**src/common/eic_pkg.sv**
```systemverilog
// Constants for the external interrupt level and trigger configuration block
`default_nettype none
package eic_pkg;
	localparam int unsigned NUM_SRC    = 8;
	localparam int unsigned LVL_W      = 3;
	localparam int unsigned REG_W      = 16;

	// Printed register indexes; byte address is four times the index
	localparam logic [31:0] IDX_CFG_PORTS     = 32'h0000_4306;
	localparam logic [31:0] IDX_CFG_CLK_SWT   = 32'h0000_4308;
	localparam logic [31:0] IDX_CFG_VOLT_SUB  = 32'h0000_430A;
	localparam logic [31:0] IDX_CFG_PWM_LCD   = 32'h0000_430C;
	localparam logic [31:0] IDX_SRC_ENABLE    = 32'h0000_4300;
	localparam logic [31:0] IDX_SRC_FLAG      = 32'h0000_4302;
	localparam logic [31:0] IDX_EVT_STATUS    = 32'h0000_4320;
	localparam logic [31:0] IDX_EVT_MASK      = 32'h0000_4322;
	localparam int unsigned ADDR_SHIFT        = 2;

	// Field layout of each level register: low source, high source
	localparam int unsigned LO_LVL_LSB = 0;
	localparam int unsigned LO_TRG_BIT = 4;
	localparam int unsigned HI_LVL_LSB = 8;
	localparam int unsigned HI_TRG_BIT = 12;

	localparam logic       TRIG_RESET  = 1'h0;
	localparam logic [2:0] LVL_RESET   = 3'h0;
	localparam logic [7:0] BYTE_RESET  = 8'h00;
	localparam logic [1:0] HRESP_OKAY  = 2'h0;
	localparam logic [1:0] HTRANS_NSEQ = 2'h2;
endpackage
`default_nettype wire

```
**src/common/eic_src_if.sv**
```systemverilog
// Link between the controller core and one source sampler
`timescale 1ns/1ns
`default_nettype none
interface eic_src_if;
	logic trig_level;
	logic src_in;
	logic clr;
	logic flag;
	modport smp (input trig_level, input src_in, input clr, output flag);
	modport ctl (output trig_level, output src_in, output clr, input flag);
endinterface
`default_nettype wire

```
**src/hw/eic_sampler.sv**
```systemverilog
// Per-source synchroniser and pending flag in pulse or level mode
`timescale 1ns/1ns
`default_nettype none
module eic_sampler (
	input  wire logic clk,
	input  wire logic rst,
	eic_src_if.smp    port
);
	logic sync1_q;
	logic sync2_q;
	logic flag_q;

	// Source may come from the sub-clock side, so two stages first
	always_ff @(posedge clk) begin
		if (rst) begin
			sync1_q <= 1'b0;
			sync2_q <= 1'b0;
		end else begin
			sync1_q <= port.src_in;
			sync2_q <= sync1_q;
		end
	end

	always_ff @(posedge clk) begin
		if (rst) begin
			flag_q <= 1'b0;
		end else if (port.trig_level) begin
			flag_q <= sync2_q;
		end else if (!flag_q) begin
			flag_q <= sync2_q;
		end else if (port.clr) begin
			flag_q <= 1'b0;
		end
	end

	assign port.flag = flag_q;
endmodule
`default_nettype wire

```
**src/hw/eic_top.sv**
```systemverilog
// External interrupt trigger and level configuration with priority resolver
//
// Added by the designer: register access over AHB-Lite.
`timescale 1ns/1ns
`default_nettype none
module eic_top #(
	parameter int unsigned NSRC = eic_pkg::NUM_SRC
) (
	input  wire logic                  CLK,
	input  wire logic                  SYS_RST,
	input  wire logic                  HSEL,
	input  wire logic [31:0]           HADDR,
	input  wire logic [1:0]            HTRANS,
	input  wire logic                  HWRITE,
	input  wire logic [2:0]            HSIZE,
	input  wire logic [31:0]           HWDATA,
	input  wire logic                  HREADY,
	output logic      [31:0]           HRDATA,
	output logic                       HREADYOUT,
	output logic      [1:0]            HRESP,
	input  wire logic [NSRC-1:0]       SRC_IN,
	output logic      [NSRC-1:0]       SRC_FLAG,
	output logic      [NSRC-1:0]       TRIG_MODE,
	output logic      [3*NSRC-1:0]     SRC_LEVEL,
	output logic                       REQ,
	output logic      [2:0]            REQ_VECTOR,
	output logic      [2:0]            REQ_LEVEL,
	output logic                       IRQ
);
	localparam int unsigned NREG = NSRC / 2;

	logic [NSRC-1:0]  trig_q;
	logic [2:0]       lvl_q [NSRC];
	logic [NSRC-1:0]  enable_q;
	logic [NSRC-1:0]  status_q;
	logic [NSRC-1:0]  mask_q;
	logic [NSRC-1:0]  flag;
	logic [NSRC-1:0]  flag_prev_q;
	logic [NSRC-1:0]  flag_clr;

	logic             wr_pend_q;
	logic             rd_pend_q;
	logic [NREG-1:0]  cfg_hit_q;
	logic             en_hit_q;
	logic             flg_hit_q;
	logic             sts_hit_q;
	logic             msk_hit_q;
	logic [31:0]      hrdata_q;
	logic             hready_q;
	logic [1:0]       hresp_q;

	logic             req_q;
	logic [2:0]       vec_q;
	logic [2:0]       rlvl_q;
	logic             irq_q;

	logic             addr_phase;
	logic             wr_en;
	logic [31:0]      rd_mux;
	logic             win_found;
	logic [2:0]       win_vec;
	logic [2:0]       win_lvl;

	logic [NREG-1:0]  cfg_we;
	logic             en_we;
	logic             flg_we;
	logic             sts_we;
	logic             msk_we;
	logic [31:0]      cfg_word [NREG];
	logic [NSRC-1:0]  flag_rise;

	// Sources per level register: low field source 2r, high field source 2r+1
	function automatic logic [31:0] cfg_addr(input int unsigned r);
		logic [31:0] idx;
		case (r)
			0:       idx = eic_pkg::IDX_CFG_PORTS;
			1:       idx = eic_pkg::IDX_CFG_CLK_SWT;
			2:       idx = eic_pkg::IDX_CFG_VOLT_SUB;
			default: idx = eic_pkg::IDX_CFG_PWM_LCD;
		endcase
		return idx << eic_pkg::ADDR_SHIFT;
	endfunction

	function automatic logic [31:0] own_addr(input logic [31:0] idx);
		return idx << eic_pkg::ADDR_SHIFT;
	endfunction

	// Samplers
	eic_src_if src [NSRC] ();

	genvar gi;
	generate
		for (gi = 0; gi < NSRC; gi++) begin : g_src
			assign src[gi].trig_level = trig_q[gi];
			assign src[gi].src_in     = SRC_IN[gi];
			assign src[gi].clr        = flag_clr[gi];
			assign flag[gi]           = src[gi].flag;
			eic_sampler u_smp (
				.clk  (CLK),
				.rst  (SYS_RST),
				.port (src[gi])
			);
		end
	endgenerate

	// Bus slave: writes commit in the data phase, reads take one wait state
	assign addr_phase = HSEL && HREADY && (HTRANS == eic_pkg::HTRANS_NSEQ);
	assign wr_en      = wr_pend_q;

	always_ff @(posedge CLK) begin
		if (SYS_RST) begin
			wr_pend_q <= 1'b0;
			rd_pend_q <= 1'b0;
			hready_q  <= 1'b1;
			hresp_q   <= eic_pkg::HRESP_OKAY;
		end else begin
			wr_pend_q <= addr_phase && HWRITE;
			hresp_q   <= eic_pkg::HRESP_OKAY;
			if (addr_phase && !HWRITE) begin
				rd_pend_q <= 1'b1;
				hready_q  <= 1'b0;
			end else if (rd_pend_q) begin
				rd_pend_q <= 1'b0;
				hready_q  <= 1'b1;
			end
		end
	end

	// Decode in the address phase so the data phase sees one flat hit per register
	always_ff @(posedge CLK) begin
		if (SYS_RST) begin
			cfg_hit_q <= '0;
			en_hit_q  <= 1'b0;
			flg_hit_q <= 1'b0;
			sts_hit_q <= 1'b0;
			msk_hit_q <= 1'b0;
		end else if (addr_phase) begin
			for (int unsigned r = 0; r < NREG; r++) begin
				cfg_hit_q[r] <= (HADDR == cfg_addr(r));
			end
			en_hit_q  <= (HADDR == own_addr(eic_pkg::IDX_SRC_ENABLE));
			flg_hit_q <= (HADDR == own_addr(eic_pkg::IDX_SRC_FLAG));
			sts_hit_q <= (HADDR == own_addr(eic_pkg::IDX_EVT_STATUS));
			msk_hit_q <= (HADDR == own_addr(eic_pkg::IDX_EVT_MASK));
		end
	end

	// Hits stay after the transfer, so every strobe is gated by the data phase
	always_comb begin
		cfg_we = '0;
		for (int unsigned r = 0; r < NREG; r++) begin
			cfg_we[r] = wr_en && cfg_hit_q[r];
		end
		en_we  = wr_en && en_hit_q;
		flg_we = wr_en && flg_hit_q;
		sts_we = wr_en && sts_hit_q;
		msk_we = wr_en && msk_hit_q;
	end

	// Low source in D4 and D2:0, high source in D12 and D10:8, the rest zero
	always_comb begin
		for (int unsigned r = 0; r < NREG; r++) begin
			cfg_word[r]                           = 32'h0000_0000;
			cfg_word[r][eic_pkg::LO_LVL_LSB +: 3] = lvl_q[2*r];
			cfg_word[r][eic_pkg::LO_TRG_BIT]      = trig_q[2*r];
			cfg_word[r][eic_pkg::HI_LVL_LSB +: 3] = lvl_q[2*r+1];
			cfg_word[r][eic_pkg::HI_TRG_BIT]      = trig_q[2*r+1];
		end
	end

	// Read data sampled after any preceding write has landed
	always_comb begin
		rd_mux = 32'h0000_0000;
		for (int unsigned r = 0; r < NREG; r++) begin
			if (cfg_hit_q[r]) begin
				rd_mux = cfg_word[r];
			end
		end
		if (en_hit_q) begin
			rd_mux[NSRC-1:0] = enable_q;
		end
		if (flg_hit_q) begin
			rd_mux[NSRC-1:0] = flag;
		end
		if (sts_hit_q) begin
			rd_mux[NSRC-1:0] = status_q;
		end
		if (msk_hit_q) begin
			rd_mux[NSRC-1:0] = mask_q;
		end
	end

	always_ff @(posedge CLK) begin
		if (SYS_RST) begin
			hrdata_q <= 32'h0000_0000;
		end else if (rd_pend_q) begin
			hrdata_q <= rd_mux;
		end
	end

	// Trigger-mode bits
	always_ff @(posedge CLK) begin
		if (SYS_RST) begin
			for (int unsigned i = 0; i < NSRC; i++) begin
				trig_q[i] <= eic_pkg::TRIG_RESET;
			end
		end else begin
			for (int unsigned r = 0; r < NREG; r++) begin
				if (cfg_we[r]) begin
					trig_q[2*r]   <= HWDATA[eic_pkg::LO_TRG_BIT];
					trig_q[2*r+1] <= HWDATA[eic_pkg::HI_TRG_BIT];
				end
			end
		end
	end

	// Level fields
	always_ff @(posedge CLK) begin
		if (SYS_RST) begin
			for (int unsigned i = 0; i < NSRC; i++) begin
				lvl_q[i] <= eic_pkg::LVL_RESET;
			end
		end else begin
			for (int unsigned r = 0; r < NREG; r++) begin
				if (cfg_we[r]) begin
					lvl_q[2*r]   <= HWDATA[eic_pkg::LO_LVL_LSB +: 3];
					lvl_q[2*r+1] <= HWDATA[eic_pkg::HI_LVL_LSB +: 3];
				end
			end
		end
	end

	always_ff @(posedge CLK) begin
		if (SYS_RST) begin
			enable_q <= eic_pkg::BYTE_RESET;
		end else if (en_we) begin
			enable_q <= HWDATA[NSRC-1:0];
		end
	end

	always_ff @(posedge CLK) begin
		if (SYS_RST) begin
			mask_q <= eic_pkg::BYTE_RESET;
		end else if (msk_we) begin
			mask_q <= HWDATA[NSRC-1:0];
		end
	end

	// Write one to a flag; only pulse-mode flags honour it
	always_comb begin
		flag_clr = '0;
		if (flg_we) begin
			flag_clr = HWDATA[NSRC-1:0] & ~trig_q;
		end
	end

	// Previous flags reset low like the flags, so no false edge follows reset
	always_ff @(posedge CLK) begin
		if (SYS_RST) begin
			flag_prev_q <= eic_pkg::BYTE_RESET;
		end else begin
			flag_prev_q <= flag;
		end
	end

	assign flag_rise = flag & ~flag_prev_q;

	// Sticky event status: a rising flag sets, write one clears, set wins
	always_ff @(posedge CLK) begin
		if (SYS_RST) begin
			status_q <= eic_pkg::BYTE_RESET;
		end else if (sts_we) begin
			status_q <= (status_q & ~HWDATA[NSRC-1:0]) | flag_rise;
		end else begin
			status_q <= status_q | flag_rise;
		end
	end

	always_ff @(posedge CLK) begin
		if (SYS_RST) begin
			irq_q <= 1'b0;
		end else begin
			irq_q <= |(status_q & mask_q);
		end
	end

	// Resolver scans downward so equal levels fall to the smaller vector
	always_comb begin
		win_found = 1'b0;
		win_vec   = 3'h0;
		win_lvl   = 3'h0;
		for (int i = NSRC - 1; i >= 0; i--) begin
			if (flag[i] && enable_q[i] && (!win_found || lvl_q[i] >= win_lvl)) begin
				win_found = 1'b1;
				win_vec   = 3'(i);
				win_lvl   = lvl_q[i];
			end
		end
	end

	// Re-resolved every cycle, so a higher arrival replaces the output
	always_ff @(posedge CLK) begin
		if (SYS_RST) begin
			req_q  <= 1'b0;
			vec_q  <= 3'h0;
			rlvl_q <= 3'h0;
		end else begin
			req_q  <= win_found;
			vec_q  <= win_vec;
			rlvl_q <= win_lvl;
		end
	end

	always_comb begin
		for (int unsigned i = 0; i < NSRC; i++) begin
			SRC_LEVEL[3*i +: 3] = lvl_q[i];
		end
	end

	assign HRDATA     = hrdata_q;
	assign HREADYOUT  = hready_q;
	assign HRESP      = hresp_q;
	assign SRC_FLAG   = flag;
	assign TRIG_MODE  = trig_q;
	assign REQ        = req_q;
	assign REQ_VECTOR = vec_q;
	assign REQ_LEVEL  = rlvl_q;
	assign IRQ        = irq_q;
endmodule
`default_nettype wire

```
**config.mk**
```make
export PLATFORM = sky130hd
export DESIGN_NAME = eic_top
export DESIGN_NICKNAME = d
export VERILOG_FILES = /design/src/common/eic_pkg.sv /design/src/common/eic_src_if.sv /design/src/hw/eic_sampler.sv /design/src/hw/eic_top.sv
export SDC_FILE = /design/constraint.sdc
export NUM_CORES = 1
export LEC_CHECK = 0
export ABC_AREA = 1
export BUFFER_PORTS_ARGS = -buffer_cell sky130_fd_sc_hd__buf_2
export CAP_MARGIN = 20
export CORE_ASPECT_RATIO = 1.2
export CORE_UTILIZATION = 25
export CTS_CLUSTER_DIAMETER = 40
export DETAILED_ROUTE_END_ITERATION = 10
export PLACE_DENSITY = 0.41
export SETUP_SLACK_MARGIN = 0.2
export SYNTH_ARGS = -nofsm -noshare
export SYNTH_HDL_FRONTEND = slang
export SYNTH_HIERARCHICAL = 1
export SYNTH_SLANG_ARGS = --single-unit
```
**constraint.sdc**
```tcl
create_clock -name CLK -period 10.01 [get_ports CLK]
set_input_delay 1.5015 -clock CLK [delete_from_list [all_inputs] [get_ports CLK]]
set_output_delay 1.5015 -clock CLK [all_outputs]
set_load 0.02 [all_outputs]
```
# ---- After elaboration in Yosys (flattened, before gate mapping)
# Memory sizes are Yosys's and may differ from the RTL's.
# Cells that the tools add are included.
dict set report op_classes {
  muxes 90
  n_reduce_logical 47
  n_lt_le_gt_ge 7
  n_eq_ne 9
  bitwise 17
}
# operator count
set ops {}
lappend ops {{$mux W30} 8}
lappend ops {{$eq A32 B17 Y1 const B} 4}
lappend ops {{$eq A32 B32 Y1} 4}
lappend ops {{$mux W32} 3}
lappend ops {{$mux W3} 20}
lappend ops {{$mux W1} 50}
lappend ops {{$mux W8} 6}
lappend ops {{$and A8 B8 Y8} 4}
lappend ops {{$logic_and A1 B1 Y1} 27}
lappend ops {{$not A8 Y8} 3}
lappend ops {{$ge A3 B3 Y1} 7}
lappend ops {{$or A8 B8 Y8} 2}
lappend ops {{$mux W13} 1}
lappend ops {{$logic_not A1 Y1} 8}
lappend ops {{$or A1 B1 Y1} 8}
lappend ops {{$reduce_or A8 Y1} 1}
lappend ops {{$logic_or A1 B1 Y1} 7}
lappend ops {{$reduce_or A5 Y1} 1}
lappend ops {{$mux W2} 2}
lappend ops {{$reduce_or A3 Y1} 1}
lappend ops {{$eq A2 B2 Y1 const B} 1}
lappend ops {{$reduce_bool A2 Y1} 1}
lappend ops {{$reduce_or A2 Y1} 1}
dict set report totals {
  reg_bits 115
  in_bits 82
  elab_cells 218
  mem_bits_rw 24
  mem_count 1
  output_inout_bits 83
}
# memory words word_bits rd rd_clocked_by_memory_dff wr line_no
set memory_table {}
lappend memory_table {lvl_q 8 3 8 0 8 eic_top.sv:33} ;# logic [2:0] lvl_q [NSRC];

# ---- Longest topological paths before layout
# Gate-level depths: netlist (run 1).
dict set report depth {
  depth_word 30
  ltp_mapped 59
  ltp_nobuf 59
}

# ---- Cells and area by module
# Netlist (run 1), hierarchy kept.
# module cells_each area_per_inst_um2 instances seq_area_each_um2
set modules_own_cells {}
lappend modules_own_cells {eic_top 678 5410.2 1 2142.1}
lappend modules_own_cells {eic_sampler 13 105.1 8 60.1}

# ---- Worst setup path after synthesis (run 1)
# Ideal clock, no wire load.
dict set report synth_path {
  path_type {reg-to-reg}
  from {register g_src[7].u_smp.flag_q}
  to {register rlvl_q[0] (netlist: REQ_LEVEL[0])}
  slack_ns 2.665
  period_less_slack_ns 7.345
  setup_ns 0.109
  n_path_buf 0
  required_ns 9.901
  path_stages_with_launch 55
  arrival_time_ns 7.236
  cell_sequence {dfxtp_1 -> nand2_2 -> clkinv_2 -> nand2_1 -> ha_1 -> a21oi_1 -> nand4_4 -> nand2_4 -> nand2_2 -> and2_1 -> ha_1 -> inv_1 -> nand2_1 -> nand3_1 -> nand3_2 -> nand2_2 -> inv_2 -> nand2_1 -> [19 not listed] -> nand2_4 -> clkinv_4 -> nand2_2 -> nand2_1 -> ha_1 -> nand2_1 -> o2111ai_2 -> nand2_4 -> inv_1 -> nand2_1 -> and2_1 -> ha_1 -> a21boi_0 -> o21a_1 -> o31ai_4 -> nand3_1 -> nand2_1 -> inv_1}
}
dict set report synth_via {
  elab_chain_len 30
  elab_cells_between_ends 44
  classes_between {order compare: 7; mux: 15; reduce/logical: 22}
}
# item line_no
set synth_lines {}
lappend synth_lines {{start, declared} eic_sampler.sv:11} ;# logic flag_q;
lappend synth_lines {{start signal, assigned} eic_sampler.sv:28} ;# flag_q <= sync2_q;
lappend synth_lines {{start signal, assigned} eic_sampler.sv:30} ;# flag_q <= sync2_q;
lappend synth_lines {{$logic_and A1 B1 Y1 *} eic_top.sv:293} ;# if (flag[i] && enable_q[i] && (!win_found || lvl_q[i] >= win_lvl)) begin
lappend synth_lines {{$mux W3 or $mux W1 (tied branches)} eic_top.sv:293}
lappend synth_lines {{$ge A3 B3 Y1 or $logic_not A1 Y1 (tied branches)} eic_top.sv:293}
lappend synth_lines {{$logic_or A1 B1 Y1} eic_top.sv:293}
lappend synth_lines {{$logic_and A1 B1 Y1} eic_top.sv:293}
lappend synth_lines {{$mux W3 or $mux W1 (tied branches)} eic_top.sv:293}
lappend synth_lines {{$ge A3 B3 Y1 or $logic_not A1 Y1 (tied branches)} eic_top.sv:293}
lappend synth_lines {{$logic_or A1 B1 Y1} eic_top.sv:293}
lappend synth_lines {{[14 not listed]} --}
lappend synth_lines {{$ge A3 B3 Y1 or $logic_not A1 Y1 (tied branches)} eic_top.sv:293}
lappend synth_lines {{$logic_or A1 B1 Y1} eic_top.sv:293}
lappend synth_lines {{$logic_and A1 B1 Y1} eic_top.sv:293}
lappend synth_lines {{$mux W3 or $mux W1 (tied branches)} eic_top.sv:293}
lappend synth_lines {{$ge A3 B3 Y1 or $logic_not A1 Y1 (tied branches)} eic_top.sv:293}
lappend synth_lines {{$logic_or A1 B1 Y1} eic_top.sv:293}
lappend synth_lines {{$logic_and A1 B1 Y1} eic_top.sv:293}
lappend synth_lines {{$mux W3 *} eic_top.sv:293}
lappend synth_lines {{end signal, assigned} eic_top.sv:310} ;# rlvl_q <= win_lvl;
lappend synth_lines {{end, declared} eic_top.sv:54} ;# logic [2:0] rlvl_q;
# Every way passes the cells marked *; elsewhere a longest branch is shown, timed or not.
# A chain may end at the register's enable or synchronous reset.

# ---- Final worst setup path (run 1)
dict set report layout_path {
  from {register g_src[7].u_smp.flag_q}
  to {register vec_q[1] (netlist: REQ_VECTOR[1])}
}
dict set report layout_via {
  elab_chain_len 30
  elab_cells_between_ends 50
  classes_between {order compare: 7; mux: 20; reduce/logical: 23}
}
# item line_no
set layout_lines {}
lappend layout_lines {{$logic_and A1 B1 Y1 *} eic_top.sv:293}
lappend layout_lines {{$mux W3 or $mux W1 (tied branches)} eic_top.sv:293}
lappend layout_lines {{$ge A3 B3 Y1 or $logic_not A1 Y1 (tied branches)} eic_top.sv:293}
lappend layout_lines {{$logic_or A1 B1 Y1} eic_top.sv:293}
lappend layout_lines {{$logic_and A1 B1 Y1} eic_top.sv:293}
lappend layout_lines {{$mux W3 or $mux W1 (tied branches)} eic_top.sv:293}
lappend layout_lines {{$ge A3 B3 Y1 or $logic_not A1 Y1 (tied branches)} eic_top.sv:293}
lappend layout_lines {{$logic_or A1 B1 Y1} eic_top.sv:293}
lappend layout_lines {{[14 not listed]} --}
lappend layout_lines {{$ge A3 B3 Y1 or $logic_not A1 Y1 (tied branches)} eic_top.sv:293}
lappend layout_lines {{$logic_or A1 B1 Y1} eic_top.sv:293}
lappend layout_lines {{$logic_and A1 B1 Y1} eic_top.sv:293}
lappend layout_lines {{$mux W3 or $mux W1 (tied branches)} eic_top.sv:293}
lappend layout_lines {{$ge A3 B3 Y1 or $logic_not A1 Y1 (tied branches)} eic_top.sv:293}
lappend layout_lines {{$logic_or A1 B1 Y1} eic_top.sv:293}
lappend layout_lines {{$logic_and A1 B1 Y1} eic_top.sv:293}
lappend layout_lines {{$reduce_or A3 Y1 (no line)} --}
lappend layout_lines {{end signal, assigned} eic_top.sv:309} ;# vec_q <= win_vec;
lappend layout_lines {{end, declared} eic_top.sv:53} ;# logic [2:0] vec_q;
# Marked as above.

==> summary.txt, run 1 <==
crit end category = flip-flop
RSZ-0062 raised after global routing = false
grt ovf = 0
flops & latches, synth = 119
Detailed Route WL = 18.9 mm
CTS clk-pin slew, worst paths = 0.06 ns
hold-fix buffers at CTS = 0
Max VDD drop = 103 uV
clock sinks = 119
Placer Congestion = 0.745
HP Class = flip-flop to flip-flop
metal3 WL = 770 um
Routed Antenna Nets = 0
max-cap viol count = 0
PostCTS Resize Cnt = 0
max frequency = 122 MHz
worst path required time = 10.36 ns
# setup viols final = 0
multi-input logic area = 2910 um^2
clock latency at the later pin of the worst-skew pair = 0.42 ns
Syn Area/Cell = 7.99 um^2
most common cell after layout, fill and taps aside = buf_2
Top Ports = 165
most used cell, CP = nand2_1
CP Launch Type = flip-flop
Synth cell types = 49
overall die height = 175 um
min Tclk post-route = 8.17 ns
Clock Skews = 0.00972 ns
row count = 63
Syn Std Cell Area = 6250 um^2
register area = 2620 um^2
H-tree depth = 4
DRC = 0
leakage power total = 3.59 nW
worst-margin pin slew = 0.689 ns
Pwr Density = 154 nW/um^2
metal2 WL = 9.55 mm
total track usage = 15.4%
Root Driver = clkbuf_16
Syn Inst Count = 782
Pre-antenna DRT Iters = 4
CTS tree = done
first-pass GRT wire length = 29.9 mm
design area = 7610 um^2
status = finished, final reports clean
post-place setup slack = 1.77 ns
initial antenna violation count = 0
Die ar. = 25600 um^2
Starting Density = 25.4%
Core ar. = 24600 um^2
sequential-to-total area share from yosys stat = 42.0%
drt wl/cell = 15.4 um
Final Cycle Share = 81.6%
ant diodes = 0
Post-CTS Setup Inserts = 0
TritonCTS Buffers = 17
asr flop ratio synth = 0%
relative slew slack = 54.1%
Synth warnings = 6
I/O Buffers = 119
die span in x = 146 um
area growth from synthesis to layout = 21.7%
ys flop type = dfxtp_1
Met1 Wirelength = 8.25 mm
Vias/cell = 4.41
vias in the first global route = 5351
max-slew violations = 0
1st-iter DRT viols = 263
Crit path largest cell delay = 0.48 ns
largest net degree at the start of global routing = 61
Worst Path Arrival = 8.52 ns
fraction of final layout cells with drive strength greater than 1 = 24.7%
commonest cells after routing, fill and taps aside = 119 x buf_2, 113 x inv_1, 103 x nand2_1
post-layout util = 30.9%
clock tree buffer depth = 2
Setup TNS = 0 ns
worst setup margin = 1.84 ns
crit path max fanout = 8
dpl cell area = 7040 um^2
Final #Nets = 995
# fillers = 2714
total number of vias = 5424
number of synthesized flops with an enable pin = 24
top layer in use = met4
CP Class = flip-flop to flip-flop
endpoints failing hold = 0
slowest CP cell = dfxtp_1
Final HPWL DP = 14.4 mm
[logic make-up (layout without fill, tap and decap cells)]
| group | Yosys count | in the layout | share of synthesized area (%) |
|---|---|---|---|
| fa+ha+maj | 21 | 21 | 4.20 |
| compound gates | 172 | 172 | 16.5 |
| other cells | 1 | 22 | 0.0600 |
| buf+inv | 177 | 278 | 12.8 |
| simple gates | 292 | 292 | 24.6 |
| flops | 119 | 119 | 42.0 |
[stage by stage]
step | hold WS [ns] | instances | power [mW]
floorplan | 0.388 | 803 | 0.574
global placement | 0.392 | 1198 | 0.602
detailed placement | 0.394 | 1198 | 0.601
CTS | 0.402 | 1229 | 1.19
global route | 0.425 | 1229 | 1.22
finish | 0.402 | 1229 | 1.17
[registers in the layout (all words and copies together) (netlist names), 3 cells and up]
name	count
lvl_q	24
HRDATA	12
TRIG_MODE	8
enable_q	8
flag_prev_q	8
g_src.u_smp/port.flag	8
g_src.u_smp/sync1_q	8
g_src.u_smp/sync2_q	8
mask_q	8
status_q	8
cfg_hit_q	4
REQ_LEVEL	3
REQ_VECTOR	3
[final timing paths]
path | startpoint | endpoint | slack, ns | cells past startpoint
worst max register to register | g_src[7].u_smp/port.flag | REQ_VECTOR[1] | 1.84 | 52
worst min register to register | g_src[5].u_smp/sync1_q | g_src[5].u_smp/sync2_q | 0.40 | 2
worst max-delay path | g_src[7].u_smp/port.flag | REQ_VECTOR[1] | 1.84 | 52
worst min-delay path | g_src[5].u_smp/sync1_q | g_src[5].u_smp/sync2_q | 0.40 | 2
[metal layers]
layer	vias up	track usage, %
li1	2785	-
met1	2515	18.6
met2	106	27.5
met3	18	2.69
met4	0	5.25
met5	-	0
[cell usage after synthesis (2+ instances only)]
cell type	instances	area [um^2]
inv_1	113	424
nand2_1	103	387
dfxtp_1	95	1900
a21oi_1	78	390
nor2_1	71	267
o21ai_0	43	215
buf_4	30	225
nand3_2	25	250
edfxtp_1	24	721
nand3_1	24	120
ha_1	21	263
nor3_1	14	70.1
clkbuf_1	13	48.8
nand2_2	12	75.1
nand2_4	11	124
nor4_1	11	68.8
o211ai_1	11	82.6
o22ai_1	10	62.6
and2_1	7	43.8
inv_2	7	26.3
nand4_1	5	31.3
buf_1	4	15.0
buf_2	4	20.0
o2111ai_2	4	60.1
o21ai_1	4	20.0
o31ai_1	4	30.0
a221o_1	3	30.0
a22oi_1	3	22.5
o221ai_1	3	26.3
a221oi_1	2	17.5
a22o_1	2	17.5
clkinv_4	2	17.5
inv_4	2	12.5
nor2_4	2	22.5
[critical path: cells and delay by family, from the launching register on]
family	cells	cell delay [ns]
AND/OR/NAND/NOR	26	2.68
AO/OA/AOI/OAI	12	2.33
adder cells (fa/ha/maj)	7	2.04
buffers and inverters	7	0.55
flip-flops	1	0.48
[power breakdown]
part / internal (mW) / switching, mW / total, mW
Combinational: 0.0239 / 0.0516 / 0.0754
Clock: 0.358 / 0.226 / 0.584
Sequential: 0.502 / 0.0122 / 0.514
[layout make-up]
cell class / count / area share (%)
multi-input combinational: 507 / 38.2
sequential: 119 / 34.5
timing repair buffer: 121 / 8.02
clock buffer: 22 / 6.66
inverter: 126 / 6.43
tap: 325 / 5.34
clock inverter: 9 / 0.839
No activity file was read; power rests on OpenSTA's default activity.
==> run 2, diff against run 1 <==
--- a/config.mk
+++ b/config.mk
@@ -5,7 +5,7 @@
 export SDC_FILE = /design/constraint.sdc
 export NUM_CORES = 1
 export LEC_CHECK = 0
-export ABC_AREA = 1
+export ABC_AREA = 0
 export BUFFER_PORTS_ARGS = -buffer_cell sky130_fd_sc_hd__buf_2
 export CAP_MARGIN = 20
 export CORE_ASPECT_RATIO = 1.2
==> constraint.sdc (replaced) <==
create_clock -name CLK -period 7.55 [get_ports CLK]
set_input_delay 1.1325 -clock CLK [delete_from_list [all_inputs] [get_ports CLK]]
set_output_delay 1.1325 -clock CLK [all_outputs]
set_load 0.02 [all_outputs]
==> run 2 against run 1 <==
Compared with the run above: sequential power grew 33%; global-route usage grew 1.1 points; first-iteration DRC count shrank 17%; sequential cell count is the same; worst hold slack gained 0.031 ns; critical endpoint is now REQ_VECTOR[2]; power grew 36%; clock skew grew 0.0015 ns; critical path type unchanged; cell count shrank 1.1%; sequential share of layout area shrank 3.7 points; the flow now finishes with violations (setup timing).
==> summary.txt, run 2 <==
worst setup margin = -1.21 ns (-3.05 ns)
Root Driver = clkbuf_16
Max VDD drop = 151 uV (+47%)
DRC = 0 (unchanged)
Synth cell types = 72 (+47%)
overall die height = 175 um (about the same)
HP Class = flip-flop to flip-flop
max FFs per register = 24 (unchanged)
largest net degree at the start of global routing = 62 (+1.6%)
status = finished with violations
Final #Nets = 980 (-1.5%)
most frequent cell after synthesis = dfxtp_1
Final Cycle Share = 116% (+34 points)
asr flop ratio synth = 0% (unchanged)
Top reg by flops = lvl_q
# setup viols final = 6 (+6)
ant diodes = 0 (unchanged)
Vias/cell = 4.58 (+3.9%)
grt ovf = 0 (unchanged)
Finished Layout Cells = 1215 (-1.1%)
Top Ports = 165 (unchanged)
Syn Std Cell Area = 6240 um^2 (-0.16%)
total number of vias = 5570 (+2.7%)
Detailed Route WL = 20.6 mm (+9.1%)
Syn Area/Cell = 8.94 um^2 (+12%)
Die ar. = 25600 um^2 (-0.16%)
RSZ-0062 raised after global routing = true
Hold WS = 0.433 ns (+0.0310 ns)
Starting Density = 25.4% (-0.041 points)
largest area contributor in the netlist = dfxtp_1
Placer Congestion = 0.798 (+7.1%)
failing checks = setup timing
slowest CP cell = a2111o_1
clock sinks = 119 (unchanged)
total track usage = 16.5% (+1.1 points)
vias in the first global route = 5550 (+3.7%)
1st-iter DRT viols = 217 (-17%)
max frequency = 114 MHz (-6.7%)
most used cell, CP = ha_1
flops & latches, synth = 119 (unchanged)
Final HPWL DP = 15.2 mm (+5.6%)
Synth warnings = 6 (unchanged)
clock latency at the later pin of the worst-skew pair = 0.41 ns (about the same)
initial antenna violation count = 0 (unchanged)
leakage power total = 3.45 nW (-3.9%)
relative slew slack = 42.9% (-11 points)
max-cap viol count = 0 (unchanged)
Syn Inst Count = 698 (-11%)
Clock Skews = 0.0113 ns (+0.00155 ns)
drt wl/cell = 16.9 um (+10%)
Core ar. = 24600 um^2 (unchanged)
worst path required time = 7.86 ns (-2.50 ns)
CTS tree = done
crit end category = flip-flop
TritonCTS Buffers = 17 (unchanged)
min-delay src = g_src[5].u_smp/sync1_q
endpoints failing hold = 0 (unchanged)
worst-margin pin slew = 0.855 ns (+0.166 ns)
clock tree buffer depth = 2 (unchanged)
dpl cells = 1163 (-2.9%)
Reg-to-Reg End = REQ_VECTOR[2]
WHS Endpoint = g_src[5].u_smp/sync2_q
CP Class = flip-flop to flip-flop
most common cell after layout, fill and taps aside = buf_2
r2r startpoint = lvl_q[1][9]
post-place setup slack = -1.26 ns (-3.04 ns)
total power = 1.60 mW (+36%)
min Tclk post-route = 8.76 ns (+0.590 ns)
I/O Buffers = 119 (unchanged)
row count = 63 (unchanged)
max-slew violations = 0 (unchanged)
post-layout util = 34.6% (+3.7 points)
Routed Antenna Nets = 0 (unchanged)
CTS clk-pin slew, worst paths = 0.05 ns (about the same)
first-pass GRT wire length = 32.1 mm (+7.3%)
cells on worst reg2reg path = 43 (-17%)
R2R setup slack = -1.21 ns (-3.05 ns)
Pwr Density = 188 nW/um^2 (+22%)
Synth top area share = 30.5% (+0.049 points)
commonest cells after routing, fill and taps aside = 118 x buf_2, 95 x dfxtp_1, 81 x buf_4
area growth from synthesis to layout = 36.5%
sequential-to-total area share from yosys stat = 42.0% (+0.067 points)
Synth area leaders = dfxtp_1 30%, edfxtp_1 12%, nor2b_1 5.4%
ys flop type = dfxtp_1
Crit path largest cell delay = 0.46 ns (-0.02 ns)
die span in x = 146 um (about the same)
hold path cells = 1 (-1)
number of synthesized flops with an enable pin = 24 (unchanged)
CP Launch Type = flip-flop
synth cell count leaders = 95 x dfxtp_1, 73 x nand2_1, 64 x nor2_1
fraction of final layout cells with drive strength greater than 1 = 34.3% (+9.6 points)
Pre-antenna DRT Iters = 6 (+2)
crit path max fanout = 7 (-1)
H-tree depth = 4 (unchanged)
Worst Path Arrival = 9.07 ns (+0.55 ns)
run 2: how the worst max path moves through the flow:
stage	startpoint	end	slack (ns)	cells after the start
after floorplan	lvl_q[1][9]	REQ_LEVEL[1]	-1.19	41
after global placement	lvl_q[1][9]	REQ_LEVEL[2]	-1.12	44
after detailed placement	lvl_q[1][9]	REQ_VECTOR[2]	-1.26	43
after CTS	lvl_q[1][9]	REQ_LEVEL[2]	-0.95	44
after global routing	lvl_q[1][9]	REQ_VECTOR[2]	-1.61	43
final	lvl_q[1][9]	REQ_VECTOR[2]	-1.21	43
run 2: routing by layer:
| metal | part of all wire, % | track usage, % | routed length, um |
|---|---|---|---|
| met5 | 0 | 0 | 0 |
| met4 | 1.4 | 4.56 | 280 |
| met3 | 3.7 | 3.11 | 770 |
| met2 | 51 | 29.9 | 10500 |
| met1 | 44 | 19.7 | 9030 |
run 2: power by group:
| group | switching (mW) | internal (mW) | leakage [nW] |
|---|---|---|---|
| clock network | 0.288 | 0.506 | 0.292 |
| logic | 0.0718 | 0.0501 | 2.14 |
| registers | 0.0169 | 0.666 | 1.02 |
run 2: final cells by class:
type                            count  area (um^2)
Sequential cell                   119         2620
Inverter                           18         67.6
Clock inverter                      7         65.1
Tap cell                          325          407
Multi-Input combinational cell    514         3540
Fill cell                        2622        16100
Clock buffer                       25          517
Timing Repair Buffer              207         1300
run 2: worst max-delay path: cells and delay by family, from the launching register on:
family                     cells  cell delay, ns
AOI/OAI and AO/OA             19            3.63
buffers and inverters          5            0.74
muxes                          1            0.31
and+or+nand+nor               11            1.69
adders and majority gates      7            1.92
DFF                            1            0.37
run 2: kinds of logic after synthesis:
kind of cell	after synthesis	synth area share, %
simple gates	303	25.7
flops	119	42.0
buf+inv	86	7.28
fa+ha+maj	21	4.21
mux	10	2.27
compound gates	158	18.4
other cells	1	0.0601
run 2: through the flow:
step	instance area, um^2	setup TNS [ns]
final	8520	-6.83
after floorplan	6410	-6.69
after detailed placement	7550	-7.28
after CTS	8320	-5.31
after global placement	7550	-6.43
after global routing	8520	-9.27
run 2: repair_timing:
action,4_1_cts,5_1_grt
hold buffers,0,0
setup buffers,13,7
resized for setup,19,26
endpoints found under the setup margin,6,6
pin swaps,7,25
